<file path="src/uart_lsr_defs.svh">
// register offsets, field positions, reset values and sizes for the line status block
`ifndef UART_LSR_DEFS_SVH
`define UART_LSR_DEFS_SVH

// register port geometry
`define ADDR_W 3
`define DATA_W 8

// register offsets
`define REG_DATA 3'h0
`define REG_CFG 3'h3
`define REG_LINE_STATUS 3'h5

// config register fields
`define CFG_FIFO_EN 0
`define CFG_THRE_IE 1
`define CFG_WLEN_LO 2
`define CFG_WLEN_HI 3
`define CFG_PAR_EN 4
`define CFG_PAR_EVEN 5
`define CFG_PAR_STICK 6
`define CFG_RESET 8'h00

// line status fields
`define LS_FIFO_ERR 7
`define LS_TEMT 6
`define LS_THRE 5
`define LS_BREAK 4
`define LS_FRAME 3
`define LS_PARITY 2
`define LS_LOW_ZERO 2'h0

// receive entry layout: tags above the data byte
`define TAG_PAR 8
`define TAG_FRM 9
`define TAG_BRK 10
`define RX_ENTRY_W 11

// fifo sizes and capacities
`define FIFO_DEPTH 16
`define FIFO_PTR_W 4
`define FIFO_CNT_W 5
`define CNT_ZERO 5'h00
`define CNT_ONE 5'h01
`define CAP_NOFIFO 5'h01
`define CAP_FIFO 5'h10

// word length mask base
`define WLEN_MAX 2'h3
`define MASK_ALL 8'hFF

// synchroniser length and idle line level
`define SYNC_STAGES 3
`define SYNC_IDLE 3'h7

`endif

</file>
<file path="src/uart_lsr_pkg.sv">
// shared types for the line status block
package uart_lsr_pkg;
   typedef logic [7:0] byte_t;           // one character
   typedef logic [2:0] addr_t;           // register offset
   typedef logic [4:0] count_t;          // fifo fill count
   typedef logic [10:0] rx_entry_t;      // tags plus data byte
endpackage

</file>
<file path="src/lsr_line_sync.sv">
// three-stage synchroniser with agreement filter for the serial input line
`timescale 1ns/1ps
`include "uart_lsr_defs.svh"

module lsr_line_sync (
   input wire logic clk_i,
   input wire logic resetn_i,
   input wire logic async_i,
   output logic level_o
);

   logic [`SYNC_STAGES-1:0] stage_reg; // stage 0 feeds only stage 1
   wire agree = (stage_reg[1] == stage_reg[2]); // second and third match

   ////////////////////////////////////////////////////////////////////////////
   // shift chain, idle line is high
   always_ff @(posedge clk_i) begin
      if (!resetn_i) begin
         stage_reg <= `SYNC_IDLE;
      end else begin
         stage_reg <= {stage_reg[1:0], async_i};
      end
   end

   // filtered level, moves only on agreement
   always_ff @(posedge clk_i) begin
      if (!resetn_i) begin
         level_o <= 1'b1;
      end else if (agree) begin
         level_o <= stage_reg[2];
      end
   end

endmodule

</file>
<file path="src/lsr_char_fifo.sv">
// character fifo with run-time capacity, used for both directions
`timescale 1ns/1ps
`include "uart_lsr_defs.svh"

module lsr_char_fifo #(
   parameter int WIDTH = 8
) (
   input wire logic clk_i,
   input wire logic resetn_i,
   input wire logic [`FIFO_CNT_W-1:0] cap_i,
   input wire logic push_i,
   input wire logic [WIDTH-1:0] push_data_i,
   input wire logic pop_i,
   output logic [WIDTH-1:0] head_o,
   output logic [`FIFO_CNT_W-1:0] count_o,
   output logic full_o,
   output logic empty_o
);

   logic [WIDTH-1:0] mem [0:`FIFO_DEPTH-1]; // storage
   logic [`FIFO_PTR_W-1:0] wr_ptr_reg; // next free slot
   logic [`FIFO_PTR_W-1:0] rd_ptr_reg; // head slot
   logic [`FIFO_CNT_W-1:0] count_reg; // fill level

   wire do_push = push_i & ~full_o; // dropped when at capacity
   wire do_pop = pop_i & ~empty_o; // ignored when empty

   assign count_o = count_reg;
   assign full_o = (count_reg >= cap_i);
   assign empty_o = (count_reg == `CNT_ZERO);
   assign head_o = mem[rd_ptr_reg];

   ////////////////////////////////////////////////////////////////////////////
   // storage write, no reset needed
   always_ff @(posedge clk_i) begin
      if (do_push) begin
         mem[wr_ptr_reg] <= push_data_i;
      end
   end

   // pointers and count
   always_ff @(posedge clk_i) begin
      if (!resetn_i) begin
         wr_ptr_reg <= '0;
         rd_ptr_reg <= '0;
         count_reg <= `CNT_ZERO;
      end else begin
         if (do_push) begin
            wr_ptr_reg <= wr_ptr_reg + 1'b1;
         end
         if (do_pop) begin
            rd_ptr_reg <= rd_ptr_reg + 1'b1;
         end
         count_reg <= count_reg + {4'h0, do_push} - {4'h0, do_pop};
      end
   end

endmodule

</file>
<file path="src/uart_line_status_flags.sv">
// line status flags, receive tag fifo and transmit holding stage of one channel
//
// Our own choices: the placing of the registers and strobed register access.
`timescale 1ns/1ps
`include "uart_lsr_defs.svh"

module uart_line_status_flags (
   input wire logic clk_i,
   input wire logic resetn_i,
   input wire logic [`ADDR_W-1:0] addr_i,
   input wire logic [`DATA_W-1:0] wr_data_i,
   input wire logic wr_en_i,
   input wire logic rd_en_i,
   output logic [`DATA_W-1:0] rd_data_o,
   input wire logic rx_char_valid_i,
   input wire logic [`DATA_W-1:0] rx_data_i,
   input wire logic rx_par_bit_i,
   input wire logic rx_stop_ok_i,
   input wire logic rx_frame_zero_i,
   input wire logic rx_line_i,
   input wire logic tx_take_i,
   input wire logic tx_shift_busy_i,
   output logic tx_valid_o,
   output logic [`DATA_W-1:0] tx_data_o,
   output logic tx_irq_o
);

   ////////////////////////////////////////////////////////////////////////////
   // parity check over the configured word length
   function automatic logic par_error(input uart_lsr_pkg::byte_t d, input logic pbit,
                                      input logic [1:0] wlen, input logic en,
                                      input logic even, input logic stick);
      uart_lsr_pkg::byte_t mask;
      logic ones;
      logic expect_bit;
      mask = `MASK_ALL >> (`WLEN_MAX - wlen);
      ones = ^(d & mask);
      if (stick) begin
         expect_bit = ~even; // forced parity value
      end else begin
         expect_bit = even ? ones : ~ones;
      end
      par_error = en & (pbit != expect_bit);
   endfunction

   ////////////////////////////////////////////////////////////////////////////
   // state
   uart_lsr_pkg::byte_t cfg_reg; // software control
   logic fifo_err_reg; // sticky data error
   logic temt_reg; // holding and shift empty
   logic thre_reg; // holding stage empty
   logic break_armed_reg; // ready to accept a break char
   logic tx_valid_reg; // output stage holds a char
   uart_lsr_pkg::byte_t tx_data_reg; // output stage char
   logic irq_reg; // transmit interrupt
   uart_lsr_pkg::byte_t rd_data_reg; // read answer

   ////////////////////////////////////////////////////////////////////////////
   // register decode
   wire sel_data = (addr_i == `REG_DATA);
   wire sel_cfg = (addr_i == `REG_CFG);
   wire sel_ls = (addr_i == `REG_LINE_STATUS);
   wire thr_write = wr_en_i & sel_data; // write to tx_holding_reg
   wire rhr_read = rd_en_i & sel_data; // read of rx_holding_reg
   wire cfg_write = wr_en_i & sel_cfg;
   wire fifo_mode = cfg_reg[`CFG_FIFO_EN];
   wire [`FIFO_CNT_W-1:0] cap = fifo_mode ? `CAP_FIFO : `CAP_NOFIFO;
   wire [`DATA_W-1:0] cfg_next = cfg_write ? wr_data_i : cfg_reg;

   ////////////////////////////////////////////////////////////////////////////
   // receive side: synchronised line, tagging, fifo
   logic line_high; // filtered serial input
   uart_lsr_pkg::rx_entry_t rx_head; // head entry
   uart_lsr_pkg::count_t rx_count; // fill level
   logic rx_full;
   logic rx_empty;

   lsr_line_sync u_line_sync (
      .clk_i(clk_i),
      .resetn_i(resetn_i),
      .async_i(rx_line_i),
      .level_o(line_high)
   );

   // per-character error tags
   wire tag_par = par_error(rx_data_i, rx_par_bit_i, cfg_reg[`CFG_WLEN_HI:`CFG_WLEN_LO],
                            cfg_reg[`CFG_PAR_EN], cfg_reg[`CFG_PAR_EVEN],
                            cfg_reg[`CFG_PAR_STICK]);
   wire tag_frm = ~rx_stop_ok_i;
   wire tag_brk = rx_frame_zero_i;
   wire rx_dup_break = rx_frame_zero_i & ~break_armed_reg; // repeat of a held break
   wire rx_push = rx_char_valid_i & ~rx_full & ~rx_dup_break;
   wire rx_push_err = rx_push & (tag_par | tag_frm | tag_brk);
   wire rx_pop = rhr_read & ~rx_empty;
   wire [`RX_ENTRY_W-1:0] rx_entry = {tag_brk, tag_frm, tag_par, rx_data_i};

   lsr_char_fifo #(
      .WIDTH(`RX_ENTRY_W)
   ) u_rx_fifo (
      .clk_i(clk_i),
      .resetn_i(resetn_i),
      .cap_i(cap),
      .push_i(rx_push),
      .push_data_i(rx_entry),
      .pop_i(rx_pop),
      .head_o(rx_head),
      .count_o(rx_count),
      .full_o(rx_full),
      .empty_o(rx_empty)
   );

   // head flags, zero when nothing is held
   wire head_brk = ~rx_empty & rx_head[`TAG_BRK];
   wire head_frm = ~rx_empty & rx_head[`TAG_FRM];
   wire head_par = ~rx_empty & rx_head[`TAG_PAR];
   wire fifo_err_next = rx_push_err | (fifo_err_reg & ~rhr_read);

   ////////////////////////////////////////////////////////////////////////////
   // transmit side: holding fifo plus one output stage
   uart_lsr_pkg::byte_t tx_head;
   uart_lsr_pkg::count_t tx_count;
   logic tx_full;
   logic tx_empty;

   wire tx_push = thr_write & ~tx_full;
   wire take_ok = tx_take_i & tx_valid_reg; // char moves into tx_shift_reg
   wire tx_load = ~tx_empty & (~tx_valid_reg | take_ok);
   wire tx_valid_next = tx_load | (tx_valid_reg & ~take_ok);
   wire [`FIFO_CNT_W-1:0] tx_count_after = tx_count + {4'h0, tx_push} - {4'h0, tx_load};
   wire thre_next = (tx_count_after == `CNT_ZERO) & ~tx_valid_next;
   wire temt_next = thre_next & ~take_ok & ~tx_shift_busy_i;
   wire irq_next = thre_next & cfg_next[`CFG_THRE_IE];

   lsr_char_fifo #(
      .WIDTH(`DATA_W)
   ) u_tx_fifo (
      .clk_i(clk_i),
      .resetn_i(resetn_i),
      .cap_i(cap),
      .push_i(tx_push),
      .push_data_i(wr_data_i),
      .pop_i(tx_load),
      .head_o(tx_head),
      .count_o(tx_count),
      .full_o(tx_full),
      .empty_o(tx_empty)
   );

   ////////////////////////////////////////////////////////////////////////////
   // line status word and read mux
   wire [`DATA_W-1:0] line_status = {fifo_err_reg, temt_reg, thre_reg, head_brk, head_frm,
                                     head_par, `LS_LOW_ZERO};
   wire [`DATA_W-1:0] rd_next = sel_data ? rx_head[`DATA_W-1:0] :
                                sel_cfg ? cfg_reg :
                                sel_ls ? line_status : '0; // unmapped reads zero

   ////////////////////////////////////////////////////////////////////////////
   // config, line status writes are ignored
   always_ff @(posedge clk_i) begin
      if (!resetn_i) begin
         cfg_reg <= `CFG_RESET;
      end else begin
         cfg_reg <= cfg_next;
      end
   end

   // sticky data error and break arming
   always_ff @(posedge clk_i) begin
      if (!resetn_i) begin
         fifo_err_reg <= 1'b0;
         break_armed_reg <= 1'b1;
      end else begin
         fifo_err_reg <= fifo_err_next;
         if (rx_char_valid_i & rx_frame_zero_i) begin
            break_armed_reg <= 1'b0;
         end else if (line_high) begin
            break_armed_reg <= 1'b1; // line back to mark
         end
      end
   end

   // transmit flags and interrupt
   always_ff @(posedge clk_i) begin
      if (!resetn_i) begin
         thre_reg <= 1'b1;
         temt_reg <= 1'b1;
         irq_reg <= 1'b0;
      end else begin
         thre_reg <= thre_next;
         temt_reg <= temt_next;
         irq_reg <= irq_next;
      end
   end

   // transmit output stage
   always_ff @(posedge clk_i) begin
      if (!resetn_i) begin
         tx_valid_reg <= 1'b0;
         tx_data_reg <= '0;
      end else begin
         tx_valid_reg <= tx_valid_next;
         if (tx_load) begin
            tx_data_reg <= tx_head;
         end
      end
   end

   // read answer, one cycle after the strobe
   always_ff @(posedge clk_i) begin
      if (!resetn_i) begin
         rd_data_reg <= '0;
      end else if (rd_en_i) begin
         rd_data_reg <= rd_next;
      end
   end

   assign rd_data_o = rd_data_reg;
   assign tx_valid_o = tx_valid_reg;
   assign tx_data_o = tx_data_reg;
   assign tx_irq_o = irq_reg;
endmodule

</file>
<file path="config.mk">
export PLATFORM = sky130hd
export DESIGN_NAME = uart_line_status_flags
export DESIGN_NICKNAME = d
export VERILOG_FILES = /design/src/uart_lsr_pkg.sv /design/src/lsr_line_sync.sv /design/src/lsr_char_fifo.sv /design/src/uart_line_status_flags.sv
export VERILOG_INCLUDE_DIRS = /design/src
export SDC_FILE = /design/constraint.sdc
export NUM_CORES = 1
export LEC_CHECK = 0
export BUFFER_PORTS_ARGS = -buffer_cell sky130_fd_sc_hd__buf_2
export CAP_MARGIN = 20
export CELL_PAD_IN_SITES_DETAIL_PLACEMENT = 1
export CELL_PAD_IN_SITES_GLOBAL_PLACEMENT = 2
export CORE_MARGIN = 8
export CORE_UTILIZATION = 51
export CTS_CLUSTER_SIZE = 25
export DETAILED_ROUTE_END_ITERATION = 7
export PLACE_DENSITY = 0.91
export SYNTH_ARGS = -nofsm -noshare
export SYNTH_HDL_FRONTEND = slang
export SYNTH_SLANG_ARGS = --single-unit
</file>
<file path="constraint.sdc">
create_clock -name clk_i -period 4.99 [get_ports clk_i]
set_input_delay 0.2495 -clock clk_i [delete_from_list [all_inputs] [get_ports clk_i]]
set_output_delay 0.2495 -clock clk_i [all_outputs]
set_load 0.05 [all_outputs]
</file>
# Yosys cells after proc, flatten, opt, wreduce, memory -nomap -nowiden
# Memories as Yosys holds them, arrays and structs flattened. A register that Yosys moved wholly into a read port is not among the register bits.
# Index checks and enable logic that the tools add are counted.
# W data, S select, Z words.
totals:
  ff_bits: 52
  latch_bits: 0
  ram_bits: 304
  romBits: 0
  in_bits: 30
  wordCells: 105
  mem_count: 2
classes:
  n_addsub: 11
  mul: 0
  n_div: 0
  order_cmp: 2
  eq_ne: 4
  shifts: 1
  muxes: 15
  bitwise: 46
  reduce_logical: 7
mem_list:
  columns: ["memory", "words", "word_bits", "rd", "rd_clocked_by_memory_dff", "wr", "line", "source"]
  rows:
  - ["u_rx_fifo.mem", 16, 11, 1, 1, 1, "lsr_char_fifo.sv:20", "logic [WIDTH-1:0] mem [0:`FIFO_DEPTH-1];"]
  - ["u_tx_fifo.mem", 16, 8, 1, 1, 1, "lsr_char_fifo.sv:20", null]
ops:
  columns: ["op", "count"]
  rows:
  - ["$and A1 B1 Y1", 26]
  - ["$mux W8", 3]
  - ["$add A4 B1 Y4 const B", 4]
  - ["$add A5 B1 Y5", 3]
  - ["$logic_not A5 Y1", 3]
  - ["$sub A5 B1 Y5", 3]
  - ["$not A1 Y1", 14]
  - ["$ge A5 B5 Y1", 2]
  - ["$and A8 B8 Y8", 1]
  - ["$mux W1", 8]
  - ["$mux W4", 2]
  - ["$reduce_xor A8 Y1", 1]
  - ["$shr A8 B2 Y8 const A", 1]
  - ["$mux W5", 1]
  - ["$or A1 B1 Y1", 5]
  - ["$eq A3 B2 Y1 const B", 1]
  - ["$eq A3 B3 Y1 const B", 1]
  - ["$logic_not A3 Y1", 1]
  - ["$mux W2", 1]
  - ["$reduce_bool A2 Y1", 1]
  - ["$sub A2 B2 Y2 const A", 1]
  - ["$eq A1 B1 Y1", 1]
  - ["$logic_not A1 Y1", 1]
  - ["$ne A1 B1 Y1", 1]

# Longest topological paths before layout
depth:
  ltp_word: 13
  ltp_mapped: 15
  ltp_nobuf: 14

# Hierarchy
# From an unflattened synthesis, not the netlist that was laid out.
unflattened:
  hier_cells: 863
  area_unflattened_um2: 15572.4
by_module_without_submodules:
  columns: ["mod", "n_inst", "cells_per_inst", "area_each_um2", "seq_area_each_um2"]
  rows:
  - ["lsr_char_fifo (u_rx_fifo)", 1, 368, 7843.8, 5625.4]
  - ["lsr_char_fifo (u_tx_fifo)", 1, 303, 5985.7, 4184.0]
  - ["uart_line_status_flags", 1, 182, 1630.3, 600.6]
  - ["lsr_line_sync", 1, 10, 112.6, 80.1]

# Worst setup path before layout
# Ideal clock, no wire load.
synth_timing:
  path_type: "register -> register"
  from: "reg u_tx_fifo.count_reg[3] (netlist: u_tx_fifo.count_o[3])"
  to: "reg irq_reg (netlist: tx_irq_o)"
  setup_ns: 0.086
  arrival_ns: 2.892
  slack_ns: 2.012
  stages_incl_launch_ff: 15
  period_less_slack_ns: 2.978
  path_cell_list: "dfxtp_1 > inv_1 > ha_1 > nor4b_1 > a21oi_1 > buf_2 > ha_1 > inv_1 > ha_1 > inv_1 > fa_1 > xor2_1 > nor4b_1 > nand3_1 > a211oi_1"
synth_via:
  elab_cells_between_ends: 13
  classes_between: "add/sub (2); order compare (1); bitwise (8); reduce/logical (2)"
synth_rtl:
  columns: ["item", "line", "source"]
  rows:
  - ["from (decl)", "lsr_char_fifo.sv:23", "logic [`FIFO_CNT_W-1:0] count_reg;"]
  - ["from (signal assigned)", "lsr_char_fifo.sv:46", "count_reg <= `CNT_ZERO;"]
  - ["from (signal assigned)", "lsr_char_fifo.sv:54", "count_reg <= count_reg + {4'h0, do_push} - {4'h0, do_pop};"]
  - ["$logic_not A5 Y1 (no source line) (*)", null, null]
  - ["$not A1 Y1 (*)", "uart_line_status_flags.sv:127", "wire tx_load = ~tx_empty & (~tx_valid_reg | take_ok);"]
  - ["$and A1 B1 Y1 (*)", "uart_line_status_flags.sv:127", null]
  - ["net tx_load", "uart_line_status_flags.sv:127", null]
  - ["$sub A5 B1 Y5 / $or A1 B1 Y1 (equally long branches)", "uart_line_status_flags.sv:129, uart_line_status_flags.sv:128", null]
  - ["$logic_not A5 Y1 (no source line) / $not A1 Y1 (equally long branches)", null, null]
  - ["$and A1 B1 Y1 (*)", "uart_line_status_flags.sv:130", "wire thre_next = (tx_count_after == `CNT_ZERO) & ~tx_valid_next;"]
  - ["$and A1 B1 Y1 (*)", "uart_line_status_flags.sv:132", "wire irq_next = thre_next & cfg_next[`CFG_THRE_IE];"]
  - ["to (signal assigned)", "uart_line_status_flags.sv:191", "irq_reg <= irq_next;"]
  - ["to (decl)", "uart_line_status_flags.sv:55", "logic irq_reg;"]
# Mark *: on every way through the listed nets, which the timed path passes. The rest lies on a longest branch.
# A chain may end at the register's enable or synchronous reset.

# Worst setup path after layout
layout_timing:
  from: "reg u_tx_fifo.count_reg[3] (netlist: u_tx_fifo.count_o[3])"
  to: "reg irq_reg (netlist: tx_irq_o)"
layout_via:
  elab_chain_len: 8
  elab_cells_between_ends: 13
  classes_between: "add/sub (2); order compare (1); bitwise (8); reduce/logical (2)"
layout_rtl:
  columns: ["item", "line", "source"]
  rows:
  - ["$ge A5 B5 Y1", "lsr_char_fifo.sv:29", "assign full_o = (count_reg >= cap_i);"]
  - ["$not A1 Y1", "uart_line_status_flags.sv:125", "wire tx_push = thr_write & ~tx_full;"]
  - ["$and A1 B1 Y1", "uart_line_status_flags.sv:125", null]
  - ["$add A5 B1 Y5", "uart_line_status_flags.sv:129", "wire [`FIFO_CNT_W-1:0] tx_count_after = tx_count + {4'h0, tx_push} - {4'h0, tx_load};"]
  - ["$sub A5 B1 Y5", "uart_line_status_flags.sv:129", null]
  - ["$logic_not A5 Y1 (no source line)", null, null]
  - ["$and A1 B1 Y1 (*)", "uart_line_status_flags.sv:130", null]
  - ["$and A1 B1 Y1 (*)", "uart_line_status_flags.sv:132", null]
# Mark *: on every way between the ends. The rest lies on a longest branch, timed or not.

==> run_results.csv <==
group,metric,value,unit
final_layout,antenna-diode-count,0,
power_and_ir_drop,comb_power_share,0.200,
place,placed_area,15600,µm²
synth,syn_inst,833,
clock_tree,h-tree-depth,2,
route,dr.pass1.iters,5,
route,num_vias,7761,
synth,syn-cell-area,14900,µm²
timing,hold_slack,0.0311,ns
power_and_ir_drop,max-vdd-ir-drop,0.000346,V
synth,synth_warnings,0,
route,final_antenna_net_count,0,
timing,max_freq,0.282,GHz
global_route,grt-ovfl-total,0,
critical_path,end_kind,"register",
floorplanning,pin_count,48,
power_and_ir_drop,total_power,7.93,mW
clock_tree,insertion_delay,0.54,ns
global_route,grt_usage,0.198,
timing,fin_crit_sh,0.710,
synth,syn_nets,897,
clock_tree,cts_tree,"yes",
floorplanning,num_rows,62,
power_and_ir_drop,power_leakage,5.65,nW
critical_path,worstPathMaxFanout,13,
route,totalWireLength,34.6,mm
clock_tree,cts_resized,0,
critical_path,start_kind,"register",
final_layout,largest_register_ff_count,176,
timing,setup_viol,0,
final_layout,drive_gt1_frac,0.230,
final_layout,area_growth,12.7,%
timing,tns,0,ns
route,drt_iter0_markers,493,
timing,skew,0.0196,ns
power_and_ir_drop,seq_power_share,0.456,
synth,ys_seq_area_frac,0.698,
clock_tree,numClockSinks,368,
final_layout,largestRegisters,"u_rx_fifo.mem: 176 flops, u_tx_fifo.mem: 128 flops",
final_layout,design_area,16800,µm²
status,status,"finished clean",
final_layout,regMostFlops,"u_rx_fifo.mem",
synth,synth.distinct_cells,52,
critical_path,reg2reg_depth,13,
route,post-route-drc-count,0,
floorplanning,die_x,187,µm
final_layout,post-route-util,0.584,
run,maxCapViolCount,0,
global_route,grt_max_degree,36,
power_and_ir_drop,power_switching,2.18,mW
global_route,grt_pass1_vias,8535,
power_and_ir_drop,p_clk_frac,0.345,
clock_tree,clkTransAtPathRegs,0.06,ns
synth,synthArstFlopShare,0,
critical_path,cp.required,5.43,ns
final_layout,finalNetCount,966,
synth,synth-edff-count,304,
timing,slew_headroom,0.292,
floorplanning,start_util,0.518,
synth,ys_seq_elements,368,
power_and_ir_drop,swShare,0.275,
power_and_ir_drop,p_per_area,472,nW/µm²
global_route,grt_pass1_wl,52.7,mm
place,port_buffers,47,
floorplanning,die-area,35000,µm²
critical_path,critPathKind,"reg2reg",
timing,rsz0062_at_grt,"no",
min_path,worstHoldPathCells,3,
critical_path,r2r_slack,1.45,ns
place,dp_hpwl,23.4,mm
min_path,hp-class,"in2reg",
route,wire_per_inst,26.4,µm
timing,period_minus_slack,3.54,ns
synth,syn_area_per_cell,17.9,µm²
route,vias_per_cell,5.91,
synth,ys.flop_type,"edfxtp_1",
power_and_ir_drop,internal_power,5.75,mW
clock_tree,root_buffer,"clkbuf_16",
global_route,antenna_found_initial,0,
timing,tightest_slew,1.06,ns
place,routabilityCongestion,0.739,
floorplanning,core-area,28800,µm²
timing,finalHoldViolations,0,
clock_tree,clockBufferDepth,3,
floorplanning,die_h,187,µm
clock_tree,numCtsBuffers,39,
timing,drv_slew,0,
critical_path,worstPathArrival,3.98,ns
synthesized netlist by cell type, types with 2 or more instances:
cell type,count,area share
and2_1,8,0.0034
inv_1,32,0.0081
buf_6,5,0.0038
and3b_1,4,0.0023
nand2b_1,3,0.0013
or3_1,2,0.00084
nor2_1,45,0.011
ha_1,31,0.026
buf_2,4,0.0013
o41ai_2,2,0.0022
o21ai_0,19,0.0064
a22oi_1,6,0.0030
buf_1,4,0.0010
nand4_1,2,0.00084
nor3_1,6,0.0020
a22o_1,9,0.0053
mux2_2,2,0.0015
xnor2_1,17,0.010
nand3_1,6,0.0020
edfxtp_1,304,0.61
a31oi_1,5,0.0021
o21bai_1,3,0.0015
dfxtp_1,64,0.086
a21oi_1,24,0.0081
buf_4,5,0.0025
nand2_1,31,0.0078
nor4_1,4,0.0017
nor2b_1,11,0.0046
fa_1,3,0.0040
and3_1,21,0.0088
nor4b_1,2,0.0012
xor2_1,9,0.0053
mux4_1,9,0.016
clkbuf_1,21,0.0053
mux2i_1,12,0.0081
o211ai_1,2,0.0010
mux4_2,81,0.12
routing by layer:
layer  global-route usage  vias to the layer above  share of wire
li1                     -                     3399              -
met1                0.226                     4032           0.38
met2                0.362                      250           0.53
met3               0.0369                       80          0.051
met4               0.0825                        0          0.035
met5                    0                        -              0
final cells by class:
class	count	area (µm²)
multi-input cells	392	4180
inverters	33	124
fillers	2550	12000
repair buffers	68	399
clock inverters	12	113
well taps	384	480
clock buffers	57	1080
flip-flops and latches	368	10400
cell usage in the layout, fill, tap and decap left out, drive strengths merged, types with 3 or more instances in the layout:
cell type and n:
nor2b 11, nor4 4, xor2 9, nand2 31, a21oi 24, a22o 9, buf 67, clkinv 9
o21bai 3, fa 3, o21ai 20, ha 31, xnor2 17, a31oi 5, nand2b 3, edfxtp 304
and3 21, mux4 90, and2 9, inv 34, nor3 6, and3b 4, clkbuf 57, mux2i 12
dfxtp 64, nor2 45, nand3 6, a22oi 6
metrics by stage:
stage / instances / worst slack (ns)
floorplan: 833 / 2.01
global placement: 1241 / 1.53
detailed placement: 1241 / 1.39
CTS: 1311 / 1.37
global route: 1314 / 1.02
finish: 1314 / 1.45
kinds of logic (layout without fill, tap and decap cells):
logic type               after synthesis  in the layout  share of synthesized area
multiplexers                         104            104                      0.148
buffers and inverters                 73            170                     0.0232
XOR/XNOR                              27             27                     0.0168
flip-flops                           368            368                      0.698
AND/OR/NAND/NOR                      150            150                     0.0509
adder cells (fa/ha/maj)               34             34                     0.0300
AO/OA/AOI/OAI                         77             77                     0.0331
power groups by stage:
| stage | logic, mW | registers, mW | clock network, mW |
|---|---|---|---|
| global route | 1.75 | 3.64 | 2.88 |
| finish | 1.58 | 3.62 | 2.74 |
| CTS | 1.61 | 3.62 | 2.79 |
| detailed placement | 1.59 | 3.68 | 0 |
| global placement | 1.53 | 3.67 | 0 |
| floorplan | 1.12 | 3.72 | 0 |
worst paths after layout:
check                to                  from
min reg2reg  cfg_reg[7]            cfg_reg[7]
max reg2reg    tx_irq_o  u_tx_fifo.count_o[3]
min            temt_reg       tx_shift_busy_i
max            tx_irq_o  u_tx_fifo.count_o[3]
what timing repair did:
action,in CTS,in global routing
endpoints found under the hold margin,1,0
setup endpoints to repair,0,0
buffers inserted,0,0
hold buffers,1,0
worst max-delay path, stage by stage, from the launching register on:
cell and delay [ns]:
dfxtp_1 0.38, inv_1 0.08, ha_1 0.19, nor4b_1 0.16, a21oi_2 0.74, ha_1 0.38
inv_1 0.08, ha_1 0.16, inv_1 0.05, fa_1 0.39, xor2_1 0.16, nor4b_1 0.27
nand3_1 0.17, a211oi_1 0.23
No activity file was read; power rests on OpenSTA's default activity.
